### src/eepr_pkg.sv
// Shared constants and types of the serial EEPROM access logic
package eepr_pkg;
    // Clock and self-timed write cycle; longest time rounds down
    localparam int CLK_PERIOD_NS = 50;
    localparam int WR_TIME_NS = 10_000_000;
    localparam int WR_CYCLES = WR_TIME_NS / CLK_PERIOD_NS;
    // Array organisation
    localparam int ADDR_W = 8;
    localparam int DATA_W = 8;
    localparam int ARRAY_BYTES = 256;
    localparam int FIFO_DEPTH = 32;
    // Page writes advance only this many low address bits
    localparam int PAGE_BITS = 4;
    // Slave address byte fields
    localparam logic [3:0] MEM_NIBBLE = 4'ha;
    localparam logic [3:0] REG_NIBBLE = 4'h6;
    localparam int NIB_HI = 7;
    localparam int NIB_LO = 4;
    localparam int CS_HI = 3;
    localparam int CS_LO = 1;
    localparam int RW_BIT = 0;
    // Protected half is selected by the address msb being zero
    localparam int PROT_BIT = 7;
    // Bit counter values
    localparam logic [3:0] BIT_FIRST = 4'h1;
    localparam logic [3:0] BIT_LAST = 4'h8;
    localparam logic [3:0] BIT_ZERO = 4'h0;
    typedef enum logic [3:0] {
        ST_IDLE, ST_ADDR, ST_ADDR_ACK, ST_WADDR, ST_WADDR_ACK,
        ST_WDATA, ST_WDATA_ACK, ST_RDATA, ST_RACK, ST_WAIT_STOP, ST_PROG
    } eepr_state_t;
endpackage : eepr_pkg

### src/eepr_fifo.sv
// Parameterised FIFO holding page write entries until the write cycle
`timescale 1ns/1ps
module eepr_fifo #(
    parameter int WIDTH = 16,
    parameter int DEPTH = eepr_pkg::FIFO_DEPTH
) (
    // Clock and reset
    input wire logic i_clk_sys,
    input wire logic i_resetn,
    // Fill side
    input wire logic i_valid,
    output logic o_ready,
    input wire logic [WIDTH-1:0] i_data,
    // Drain side
    output logic o_valid,
    input wire logic i_ready,
    output logic [WIDTH-1:0] o_data
);
    localparam int PW = $clog2(DEPTH);

    initial begin
        if (DEPTH < 2 || (1 << PW) != DEPTH || WIDTH < 1) begin
            $error("eepr_fifo: DEPTH must be a power of two of at least 2");
        end
    end

    logic [WIDTH-1:0] store [DEPTH];
    logic [PW:0] wptr;
    logic [PW:0] rptr;
    logic [PW:0] next_wptr;
    logic [PW:0] next_rptr;
    logic push;
    logic pop;

    // Full when pointers differ only in the wrap bit
    assign o_ready = (wptr ^ rptr) != {1'b1, {PW{1'b0}}};
    assign o_valid = wptr != rptr;
    assign o_data = store[rptr[PW-1:0]];
    assign push = i_valid && o_ready;
    assign pop = o_valid && i_ready;

    always_comb begin
        next_wptr = wptr;
        next_rptr = rptr;
        if (push) begin
            next_wptr = wptr + 1'b1;
        end
        if (pop) begin
            next_rptr = rptr + 1'b1;
        end
    end

    always_ff @(posedge i_clk_sys or negedge i_resetn) begin
        if (!i_resetn) begin
            wptr <= '0;
            rptr <= '0;
        end else begin
            wptr <= next_wptr;
            rptr <= next_rptr;
        end
    end

    always_ff @(posedge i_clk_sys) begin
        if (push) begin
            store[wptr[PW-1:0]] <= i_data;
        end
    end
endmodule : eepr_fifo

### src/eepr_core.sv
// Two-wire slave access logic of a 256-byte EEPROM with write protection
// How it works
// - Stop after write starts the write cycle
// - Master may poll right after stop
// - No address acknowledge while write cycle runs
// - Acknowledge polling address once cycle finished
// - Protect pin high makes array read-only
// - Protect pin high refuses protection register
// - Pin low allows writes except locked half
// - Programmed register locks lowest 128 bytes
// - Register writable once, survives reset
// - Register addressed with nibble 0110
// - No acknowledge to register after first access
// - Read addresses like write, direction one
// - Counter holds last accessed address plus one
// - Current read wraps from 255 to 0
// - Current read: ack address, send byte
// - Byte address loads counter, then byte returned
// - Master acknowledge fetches next byte
// - Master no-acknowledge ends read, await stop
// - Read increments all bits, wraps 256
// - Address: nibble 1010, chip select, direction
// - Bus interface silent during write cycle
// - Page write increments low four bits
`timescale 1ns/1ps
module eepr_core #(
    parameter int WR_CYCLES = eepr_pkg::WR_CYCLES
) (
    // Clock and reset
    input wire logic i_clk_sys,
    input wire logic i_resetn,
    // Two-wire bus pins
    input wire logic i_scl,
    input wire logic i_sda,
    output logic o_sda_o,
    output logic o_sda_oe,
    // Straps
    input wire logic [2:0] i_chip_select_inputs,
    input wire logic i_wp,
    // Nonvolatile protection cell
    input wire logic i_swp_stored,
    output logic o_swp_program,
    // Status
    output logic o_busy
);
    localparam int TMR_W = $clog2(WR_CYCLES + 1);
    localparam int AW = eepr_pkg::ADDR_W;
    localparam int DW = eepr_pkg::DATA_W;
    localparam int EW = AW + DW;

    initial begin
        if (WR_CYCLES < 1) begin
            $error("eepr_core: WR_CYCLES must be at least 1");
        end
    end

    // Advance the address counter, page writes keep the upper nibble
    function automatic logic [AW-1:0] eepr_inc(input logic [AW-1:0] a, input logic page);
        if (page) begin
            eepr_inc = {a[AW-1:eepr_pkg::PAGE_BITS], a[eepr_pkg::PAGE_BITS-1:0] + 1'b1};
        end else begin
            eepr_inc = a + 8'h01;
        end
    endfunction : eepr_inc

    // Two-flop synchronisers for every pin input
    logic [3:0] sync_m;
    logic [3:0] sync_s;
    logic scl_d;
    logic sda_d;
    logic scl_s;
    logic sda_s;
    logic wp_s;
    logic swp_nv;
    logic [2:0] cs_s;
    logic [2:0] cs_m;

    always_ff @(posedge i_clk_sys or negedge i_resetn) begin
        if (!i_resetn) begin
            sync_m <= 4'h3;
            sync_s <= 4'h3;
            cs_m <= 3'h0;
            cs_s <= 3'h0;
            scl_d <= 1'b1;
            sda_d <= 1'b1;
        end else begin
            sync_m <= {i_swp_stored, i_wp, i_scl, i_sda};
            sync_s <= sync_m;
            cs_m <= i_chip_select_inputs;
            cs_s <= cs_m;
            scl_d <= sync_s[1];
            sda_d <= sync_s[0];
        end
    end

    assign scl_s = sync_s[1];
    assign sda_s = sync_s[0];
    assign wp_s = sync_s[2];
    assign swp_nv = sync_s[3];

    logic start_det;
    logic stop_det;
    logic scl_rise;
    logic scl_fall;
    assign start_det = scl_s && scl_d && sda_d && !sda_s;
    assign stop_det = scl_s && scl_d && !sda_d && sda_s;
    assign scl_rise = scl_s && !scl_d;
    assign scl_fall = !scl_s && scl_d;

    // Controller state
    eepr_pkg::eepr_state_t state;
    eepr_pkg::eepr_state_t next_state;
    logic [3:0] bitcnt;
    logic [3:0] next_bitcnt;
    logic [DW-1:0] shreg;
    logic [DW-1:0] next_shreg;
    logic oe;
    logic next_oe;
    logic [AW-1:0] addr_cnt;
    logic [AW-1:0] next_addr_cnt;
    logic is_reg;
    logic next_is_reg;
    logic mack;
    logic next_mack;
    logic wr_pend;
    logic next_wr_pend;
    logic reg_pend;
    logic next_reg_pend;
    logic [TMR_W-1:0] tmr;
    logic [TMR_W-1:0] next_tmr;
    logic swp_wr;
    logic next_swp_wr;
    logic swp_prog;
    logic next_swp_prog;
    logic swp;
    logic prot;
    logic cs_ok;

    // Page buffer and array
    logic [DW-1:0] array_mem [eepr_pkg::ARRAY_BYTES];
    logic push;
    logic fifo_ready;
    logic fifo_valid;
    logic drain;
    logic [EW-1:0] fifo_out;
    logic [DW-1:0] rd_byte;

    // Protection stays set across resets through the nonvolatile cell
    // persistent one-time lock
    assign swp = swp_nv || swp_wr;
    assign prot = wp_s || (swp && !addr_cnt[eepr_pkg::PROT_BIT]);
    assign cs_ok = shreg[eepr_pkg::CS_HI:eepr_pkg::CS_LO] == cs_s;
    assign rd_byte = array_mem[addr_cnt];
    assign drain = state == eepr_pkg::ST_PROG;

    always_comb begin
        next_state = state;
        next_bitcnt = bitcnt;
        next_shreg = shreg;
        next_oe = oe;
        next_addr_cnt = addr_cnt;
        next_is_reg = is_reg;
        next_mack = mack;
        next_wr_pend = wr_pend;
        next_reg_pend = reg_pend;
        next_tmr = tmr;
        next_swp_wr = swp_wr;
        next_swp_prog = 1'b0;
        push = 1'b0;
        if (state == eepr_pkg::ST_PROG) begin
            next_oe = 1'b0;
            if (reg_pend) begin
                next_swp_wr = 1'b1;
                next_swp_prog = 1'b1;
                next_reg_pend = 1'b0;
            end
            if (tmr != TMR_W'(WR_CYCLES - 1)) begin
                next_tmr = tmr + 1'b1;
            end else if (!fifo_valid) begin
                next_state = eepr_pkg::ST_IDLE;
                next_wr_pend = 1'b0;
                next_tmr = '0;
            end
        end else if (start_det) begin
            next_state = eepr_pkg::ST_ADDR;
            next_bitcnt = eepr_pkg::BIT_ZERO;
            next_oe = 1'b0;
        end else if (stop_det) begin
            next_oe = 1'b0;
            if (wr_pend || reg_pend) begin
                next_state = eepr_pkg::ST_PROG;
                next_tmr = '0;
            end else begin
                next_state = eepr_pkg::ST_IDLE;
            end
        end else begin
            case (state)
                eepr_pkg::ST_ADDR, eepr_pkg::ST_WADDR, eepr_pkg::ST_WDATA: begin
                    if (scl_rise && bitcnt != eepr_pkg::BIT_LAST) begin
                        next_shreg = {shreg[DW-2:0], sda_s};
                        next_bitcnt = bitcnt + 1'b1;
                    end else if (scl_fall && bitcnt == eepr_pkg::BIT_LAST) begin
                        next_bitcnt = eepr_pkg::BIT_ZERO;
                        next_oe = 1'b1;
                        if (state == eepr_pkg::ST_ADDR) begin
                            next_state = eepr_pkg::ST_ADDR_ACK;
                            if (shreg[eepr_pkg::NIB_HI:eepr_pkg::NIB_LO] == eepr_pkg::MEM_NIBBLE && cs_ok) begin
                                next_is_reg = 1'b0;
                            end else if (shreg[eepr_pkg::NIB_HI:eepr_pkg::NIB_LO] == eepr_pkg::REG_NIBBLE && cs_ok
                                && !shreg[eepr_pkg::RW_BIT] && !swp && !wp_s) begin
                                next_is_reg = 1'b1;
                            end else begin
                                next_oe = 1'b0;
                                next_state = eepr_pkg::ST_IDLE;
                            end
                        end else if (state == eepr_pkg::ST_WADDR) begin
                            next_state = eepr_pkg::ST_WADDR_ACK;
                            if (!is_reg) begin
                                next_addr_cnt = shreg;
                            end
                        end else if (is_reg) begin
                            next_state = eepr_pkg::ST_WDATA_ACK;
                            next_reg_pend = !wp_s;
                        end else if (!prot && !fifo_ready) begin
                            // Page buffer full: refuse the byte
                            next_oe = 1'b0;
                            next_state = eepr_pkg::ST_IDLE;
                        end else begin
                            next_state = eepr_pkg::ST_WDATA_ACK;
                            push = !prot;
                            next_wr_pend = wr_pend || !prot;
                            next_addr_cnt = eepr_inc(addr_cnt, 1'b1);
                        end
                    end
                end
                eepr_pkg::ST_ADDR_ACK: begin
                    if (scl_fall) begin
                        if (shreg[eepr_pkg::RW_BIT]) begin
                            // first data bit after address ack
                            next_state = eepr_pkg::ST_RDATA;
                            next_shreg = rd_byte;
                            next_oe = !rd_byte[DW-1];
                            next_bitcnt = eepr_pkg::BIT_FIRST;
                        end else begin
                            next_state = eepr_pkg::ST_WADDR;
                            next_oe = 1'b0;
                        end
                    end
                end
                eepr_pkg::ST_WADDR_ACK, eepr_pkg::ST_WDATA_ACK: begin
                    if (scl_fall) begin
                        next_state = eepr_pkg::ST_WDATA;
                        next_oe = 1'b0;
                    end
                end
                eepr_pkg::ST_RDATA: begin
                    if (scl_fall && bitcnt != eepr_pkg::BIT_LAST) begin
                        next_shreg = {shreg[DW-2:0], 1'b0};
                        next_oe = !shreg[DW-2];
                        next_bitcnt = bitcnt + 1'b1;
                    end else if (scl_fall) begin
                        next_oe = 1'b0;
                        next_state = eepr_pkg::ST_RACK;
                        next_addr_cnt = eepr_inc(addr_cnt, 1'b0);
                    end
                end
                eepr_pkg::ST_RACK: begin
                    if (scl_rise) begin
                        next_mack = !sda_s;
                    end else if (scl_fall) begin
                        if (mack) begin
                            next_state = eepr_pkg::ST_RDATA;
                            next_shreg = rd_byte;
                            next_oe = !rd_byte[DW-1];
                            next_bitcnt = eepr_pkg::BIT_FIRST;
                        end else begin
                            next_state = eepr_pkg::ST_WAIT_STOP;
                        end
                    end
                end
                default: begin
                    next_oe = 1'b0;
                end
            endcase
        end
    end

    always_ff @(posedge i_clk_sys or negedge i_resetn) begin
        if (!i_resetn) begin
            state <= eepr_pkg::ST_IDLE;
            bitcnt <= eepr_pkg::BIT_ZERO;
            shreg <= '0;
            oe <= 1'b0;
            addr_cnt <= '0;
            is_reg <= 1'b0;
            mack <= 1'b0;
            wr_pend <= 1'b0;
            reg_pend <= 1'b0;
            tmr <= '0;
            swp_wr <= 1'b0;
            swp_prog <= 1'b0;
        end else begin
            state <= next_state;
            bitcnt <= next_bitcnt;
            shreg <= next_shreg;
            oe <= next_oe;
            addr_cnt <= next_addr_cnt;
            is_reg <= next_is_reg;
            mack <= next_mack;
            wr_pend <= next_wr_pend;
            reg_pend <= next_reg_pend;
            tmr <= next_tmr;
            swp_wr <= next_swp_wr;
            swp_prog <= next_swp_prog;
        end
    end

    eepr_fifo #(
        .WIDTH(EW),
        .DEPTH(eepr_pkg::FIFO_DEPTH)
    ) u_fifo (
        .i_clk_sys(i_clk_sys),
        .i_resetn(i_resetn),
        .i_valid(push),
        .o_ready(fifo_ready),
        .i_data({addr_cnt, shreg}),
        .o_valid(fifo_valid),
        .i_ready(drain),
        .o_data(fifo_out)
    );

    // Later entries to the same address overwrite earlier ones
    always_ff @(posedge i_clk_sys) begin
        if (drain && fifo_valid) begin
            array_mem[fifo_out[EW-1:DW]] <= fifo_out[DW-1:0];
        end
    end

    assign o_sda_o = 1'b0;
    assign o_sda_oe = oe;
    assign o_swp_program = swp_prog;
    assign o_busy = state == eepr_pkg::ST_PROG;

    property p_busy_silent;
        @(posedge i_clk_sys) disable iff (!i_resetn)
        state == eepr_pkg::ST_PROG |=> !o_sda_oe;
    endproperty
    a_busy_silent: assert property (p_busy_silent) else $error("data line driven during write cycle");

    property p_stop_prog;
        @(posedge i_clk_sys) disable iff (!i_resetn)
        (state != eepr_pkg::ST_PROG && stop_det && wr_pend) |=> state == eepr_pkg::ST_PROG;
    endproperty
    a_stop_prog: assert property (p_stop_prog) else $error("write cycle not started at stop");

    property p_prog_len;
        @(posedge i_clk_sys) disable iff (!i_resetn)
        (state == eepr_pkg::ST_PROG && next_state == eepr_pkg::ST_IDLE) |-> tmr == TMR_W'(WR_CYCLES - 1);
    endproperty
    a_prog_len: assert property (p_prog_len) else $error("write cycle ended early");

    property p_wp_push;
        @(posedge i_clk_sys) disable iff (!i_resetn)
        push |-> !wp_s && !(swp && !addr_cnt[eepr_pkg::PROT_BIT]);
    endproperty
    a_wp_push: assert property (p_wp_push) else $error("protected byte queued for programming");

    property p_reg_once;
        @(posedge i_clk_sys) disable iff (!i_resetn)
        (swp || wp_s) && state == eepr_pkg::ST_ADDR && next_state == eepr_pkg::ST_ADDR_ACK |=> !is_reg;
    endproperty
    a_reg_once: assert property (p_reg_once) else $error("protection register acknowledged again");

    property p_lock_stays;
        @(posedge i_clk_sys) disable iff (!i_resetn)
        swp_wr |=> swp_wr;
    endproperty
    a_lock_stays: assert property (p_lock_stays) else $error("software lock cleared");

    property p_read_inc;
        @(posedge i_clk_sys) disable iff (!i_resetn)
        (state == eepr_pkg::ST_RDATA && scl_fall && bitcnt == eepr_pkg::BIT_LAST && !start_det && !stop_det)
        |=> addr_cnt == $past(addr_cnt) + 8'h01;
    endproperty
    a_read_inc: assert property (p_read_inc) else $error("read counter not advanced by one");

    property p_page_hi;
        @(posedge i_clk_sys) disable iff (!i_resetn)
        push |=> addr_cnt[AW-1:eepr_pkg::PAGE_BITS] == $past(addr_cnt[AW-1:eepr_pkg::PAGE_BITS])
            && addr_cnt[eepr_pkg::PAGE_BITS-1:0] == $past(addr_cnt[eepr_pkg::PAGE_BITS-1:0]) + 1'b1;
    endproperty
    a_page_hi: assert property (p_page_hi) else $error("page write changed upper address bits");

    property p_rand_load;
        @(posedge i_clk_sys) disable iff (!i_resetn)
        (state == eepr_pkg::ST_WADDR && next_state == eepr_pkg::ST_WADDR_ACK && !is_reg)
        |=> addr_cnt == $past(shreg) ##1 state != eepr_pkg::ST_RDATA || addr_cnt == $past(addr_cnt);
    endproperty
    a_rand_load: assert property (p_rand_load) else $error("byte address not loaded");

    property p_nack_end;
        @(posedge i_clk_sys) disable iff (!i_resetn)
        (state == eepr_pkg::ST_RACK && scl_fall && !mack && !start_det && !stop_det)
        |=> state == eepr_pkg::ST_WAIT_STOP && !o_sda_oe;
    endproperty
    a_nack_end: assert property (p_nack_end) else $error("read not ended on master no-ack");
endmodule : eepr_core

### config.mk
export PLATFORM = sky130hd
export DESIGN_NAME = eepr_core
export DESIGN_NICKNAME = d
export VERILOG_FILES = /design/src/eepr_pkg.sv /design/src/eepr_fifo.sv /design/src/eepr_core.sv
export SDC_FILE = /design/constraint.sdc
export NUM_CORES = 2
export LEC_CHECK = 0
export BUFFER_PORTS_ARGS = -buffer_cell sky130_fd_sc_hd__buf_2
export CAP_MARGIN = 20
export CORE_MARGIN = 2
export CORE_UTILIZATION = 35
export DETAILED_ROUTE_END_ITERATION = 16
export PLACE_DENSITY = 0.49
export SYNTH_ARGS = -nofsm -noshare
export SYNTH_HDL_FRONTEND = slang
export SYNTH_SLANG_ARGS = --single-unit
export TNS_END_PERCENT = 5
### constraint.sdc
create_clock -name i_clk_sys -period 6.1 [get_ports i_clk_sys]
set_input_delay 0.305 -clock i_clk_sys [delete_from_list [all_inputs] [get_ports i_clk_sys]]
set_output_delay 0.305 -clock i_clk_sys [all_outputs]
set_load 0.01 [all_outputs]
Word level (Yosys, flattened, before mapping) --
Memory sizes are Yosys's and may differ from the RTL's. Cells that the tools add are included.
Storage, ports and cells: memory bits (writable) 2560, register bits 77, output and inout bits 4, memories kept 2, input port bits 9
Memories:
- array_mem | depth 256, width 8, rd ports 1, clocked after memory_dff 0, wr ports 1, RTL line eepr_core.sv:140 | logic [DW-1:0] array_mem [eepr_pkg::ARRAY_BYTES];
- u_fifo.store | depth 32, width 16, rd ports 1, clocked after memory_dff 0, wr ports 1, RTL line eepr_fifo.sv:27 | logic [WIDTH-1:0] store [DEPTH];
Operators by class: reductions and logical operators 60, bitwise gates (word level) 5, add/subtract/negate cells 6, equality and inequality tests 59, muxes and demuxes 116
Operator list (count):
- 4-bit 2-to-1 mux | 28
- 8-bit 2-to-1 mux | 14
- 18-bit 2-to-1 mux | 6
- 1-bit 2-to-1 mux | 57
- 11-bit AND reduction | 5
- 5-bit by 4-bit inequality test with 1-bit output (second input constant) | 9
- 2-bit inequality test (second input constant) | 17
- 8-bit case mux with 4 select lines | 1
- 3-bit inequality test (second input constant) | 8
- 4-bit by 3-bit == test with 1-bit output (second input constant) | 5
- 4-bit case mux with 5 select lines | 1
- 10-bit AND reduction | 2
- 1-bit logical AND | 19
- 18-bit by 1-bit adder with 18-bit output (second input constant) | 1
- 18-bit inequality test (second input constant) | 1
- 4-bit == test (second input constant) | 4
- 4-bit case mux with 4 select lines | 1
- 8-bit case mux with 2 select lines | 1
- 8-bit AND reduction | 2
- 2-bit by 1-bit inequality test with 1-bit output (second input constant) | 7
- 2-bit nonzero test | 7
- 6-bit by 1-bit adder with 6-bit output (second input constant) | 2
- 1-bit logical NOT | 12
- 3-bit 2-to-1 mux | 4
- 22 further kinds | 32

Logic depth before layout (Yosys ltp) --
word-level depth 18, depth in mapped cells 13

Cells and area by module --
Synthesis repeated with hierarchy kept, for this count alone.
Unflattened totals: cells, all modules 4839, area total of the unflattened synthesis 102952.5 µm²
Modules (own cells, without submodules):
- eepr_core | instances 1, area an instance 82709.3 µm², cells each 3883
- eepr_fifo | instances 1, area an instance 20243.2 µm², cells each 956

Worst setup path after synthesis --
No wires, ideal clock.
path type register to register, from register u_fifo.rptr[0], to memory array_mem[0][1] (netlist bit) (data pin), slack 1.670 ns, arrival time 3.875 ns, stages on the path, launching flop included 8, data required time 5.545 ns, buffers on the path 4, setup time 0.555 ns, cells stage by stage dfrtp_1 > clkbuf_1 > buf_4 > buf_2 > buf_1 > mux4_2 > mux4_2 > mux2_2
On the way: cells in the longest elaborated chain, start to end 1
Ends and longest elaborated chain:
- start, declared | RTL line eepr_fifo.sv:29 | logic [PW:0] rptr;
- start signal, assigned | RTL line eepr_fifo.sv:59 | rptr <= next_rptr;
- memory 32 x 16 bit
- via fifo_out[1] | RTL line eepr_core.sv:145 | logic [EW-1:0] fifo_out;
- end, declared | RTL line eepr_core.sv:140
The timed path passes the listed nets, and every way through them passes these cells.

Worst setup path after layout --
from register u_fifo.rptr[1], to memory array_mem[101][4] (netlist bit), enable pin
On the way: cells in the longest elaborated chain, start to end 4, elaborated cells between the ends (all ways) 5
Ends and longest elaborated chain:
- branches (longest 4 deep; another with memory 32 x 16 bit)
Several ways; the timed one is not identified.

==> flow_metrics.tcl <==
set metrics [dict create \
    clkLatencyLatePin_ps 910 \
    ctsResizeCount 0 \
    start_kind "register" \
    syn2layout_area_growth_pct 16.4 \
    power_w 0.0386 \
    hold_buffers 10 \
    seq_area_frac_synth 0.767 \
    ys_top_cells_by_count "2560 x edfxtp_1, 702 x mux4_2, 353 x nor2_1" \
    netlist_top_cells_area "edfxtp_1 75%, mux4_2 15%, dfrtp_1 1.7%, nor2_1 1.3%, mux2i_1 0.82%" \
    yosysMostFrequentCell "edfxtp_1" \
    place_area_mm2 0.110 \
    outcome "complete, no violations" \
    async_reset_ff_frac 0.0292 \
    skew_ps 72.3 \
    p_leak_nw 36.2 \
    clk_pin_slew_ps 60 \
    detail_route.wirelength_um 296000 \
    layout_min_cycle_time_ps 5100 \
    fmax_mhz 196 \
    cp.arrival_ps 5620 \
    synth_top_cell_area_share 0.748 \
    crit_top_cell "buf_4" \
    drt_iter0_markers 6098 \
    gp_congestion 0.818 \
    die_area_mm2 0.298 \
    netlist.top_cell.by_area "edfxtp_1" \
    portBuffers 11 \
    track_usage 0.196 \
    nNetsFinal 5248 \
    drv_cap 0 \
    netlist_instances 4813 \
    drv_slew 0 \
    synth-edff-count 2560 \
    final_area_mm2 0.120 \
    core_region_area_mm2 0.292 \
    drtPass1Iterations 6 \
    end_kind "register" \
    io_pins 13 \
    syn-num-nets 4831 \
    ys.flop_type "edfxtp_1" \
    setup_tns_ps 0 \
    postCtsSetupBuffers 0 \
    start_util 0.353 \
    crit_required_ps 6620 \
    dieHeight_um 546 \
    first_global_vias 52200 \
    hold_violations 0 \
    rsz0062_at_grt "no" \
    antenna_found_initial 14 \
    yosysWarnings 0 \
    ys_ff_latch 2637 \
    grt_pass1_wl_um 416000 \
    powerDensity_mw_per_mm2 323 \
    num_rows 198 \
    path_class "register to register" \
    path_max_fanout 33 \
    h-tree-depth 5 \
    ant_nets 0 \
    cts_root_buffer "clkbuf_16" \
    netlist_area_mm2 0.103 \
    holdCritPathClass "input pin to register" \
    cts_tree "built" \
    vias_per_cell 5.49 \
    max_slew_margin 0.155 \
    die_w_um 546 \
    max_stage_delay_ps 770 \
    cts_buffers 291 \
    grt_start_max_net_pins 125 \
    tightest_slew_ps 1270 \
    fin_crit_sh 0.836 \
    remaining_drc_errors 0 \
    cts.path.max_buffers 4 \
    synth_area_per_cell_um2 21.4 \
    crit_path_cell_trace "buf_4 > xor2_1 > nor3_1 > a31oi_1 > buf_4 > and3_1 > nand3_2 > buf_4 > nor2_1" \
    finalSetupViolCount 0 \
    slowest_stage "dfrtp_4" \
    cts.sinks 2637 \
    vias 51500 \
    layout-drive-gt1-share 0.295 \
    dp_hpwl_um 182000 \
    ir_drop_v 0.000214 \
    largest_reg_flops 2048 \
    wl_per_cell_um 31.6 \
    overflow 0 \
    ys_types 82 \
]
[kinds of logic after synthesis]
kind of cell,synth area share
AND/OR/NAND/NOR,0.0288
other,0.0000365
buffers and inverters,0.0126
flip-flops,0.767
AO/OA/AOI/OAI,0.0240
adder cells (fa/ha/maj),0.00110
XOR/XNOR,0.00179
multiplexers,0.165
[report_power, final]
group	switching (W)	internal, W	total, W
clock network	0.00739	0.0103	0.0177
logic	0.000708	0.000274	0.000983
registers	0.000103	0.0199	0.0200
total	0.00820	0.0304	0.0386
[metrics by stage]
stage           util  worst slack [ps]  hold slack, ps  instances
6_report       0.410              1000            67.4       9368
5_1_grt        0.410               806            49.2       9363
4_1_cts        0.410               915            1.04       9360
3_5_place_dp   0.377               909             138       8825
3_3_place_gp   0.377               941             136       8824
2_1_floorplan      -              1670            9.41       4813
[final timing paths]
path / end / slack, ps / from / depth (start not counted)
setup / recovery: array_mem[101][4] / 1000 / u_fifo.rptr[1] / 9
max in group asynchronous: u_fifo.rptr[1] / 4480 / i_resetn / 4
setup reg to reg: array_mem[101][4] / 1000 / u_fifo.rptr[1] / 9
hold reg to reg: sync_s[3] / 350 / sync_m[3] / 0
min in group asynchronous: sync_s[1] / 570 / i_resetn / 3
hold / removal: cs_m[0] / 70 / i_chip_select_inputs[0] / 2
[cell usage in the layout (no fill, tap or decap), types with 56 or more instances in the layout]
cell type / n
edfxtp_1: 2560
mux4_2: 702
buf_4: 358
nor2_1: 318
clkbuf_16: 293
nand2_1: 130
mux2i_1: 84
a21oi_1: 71
o21ai_0: 66
clkinv_1: 65
dfrtp_1: 59
a22oi_1: 56
[metal layers]
| layer | GRT usage | share of wire |
|---|---|---|
| met5 | 0 | 0.00011 |
| met3 | 0.0312 | 0.066 |
| met2 | 0.306 | 0.47 |
| met4 | 0.0510 | 0.026 |
| met1 | 0.286 | 0.44 |
[area by class of cell]
type,count,area [µm²]
Sequential cell,2637,78800
Clock buffer,344,7520
Timing Repair Buffer,402,3300
Fill cell,25600,172000
Antenna cell,6,15.0
Tap cell,3900,4880
Inverter,22,87.6
Multi-Input combinational cell,1876,23000
Clock inverter,181,1990
[critical path, delay by kind of cell (launching register included)]
| kind | cells | cell delay [ps] |
|---|---|---|
| simple gates | 4 | 1870 |
| buf+inv | 3 | 1410 |
| flops | 1 | 770 |
| compound gates | 1 | 450 |
| xor+xnor | 1 | 190 |
Note: power is estimated with default switching activity, not from simulation.
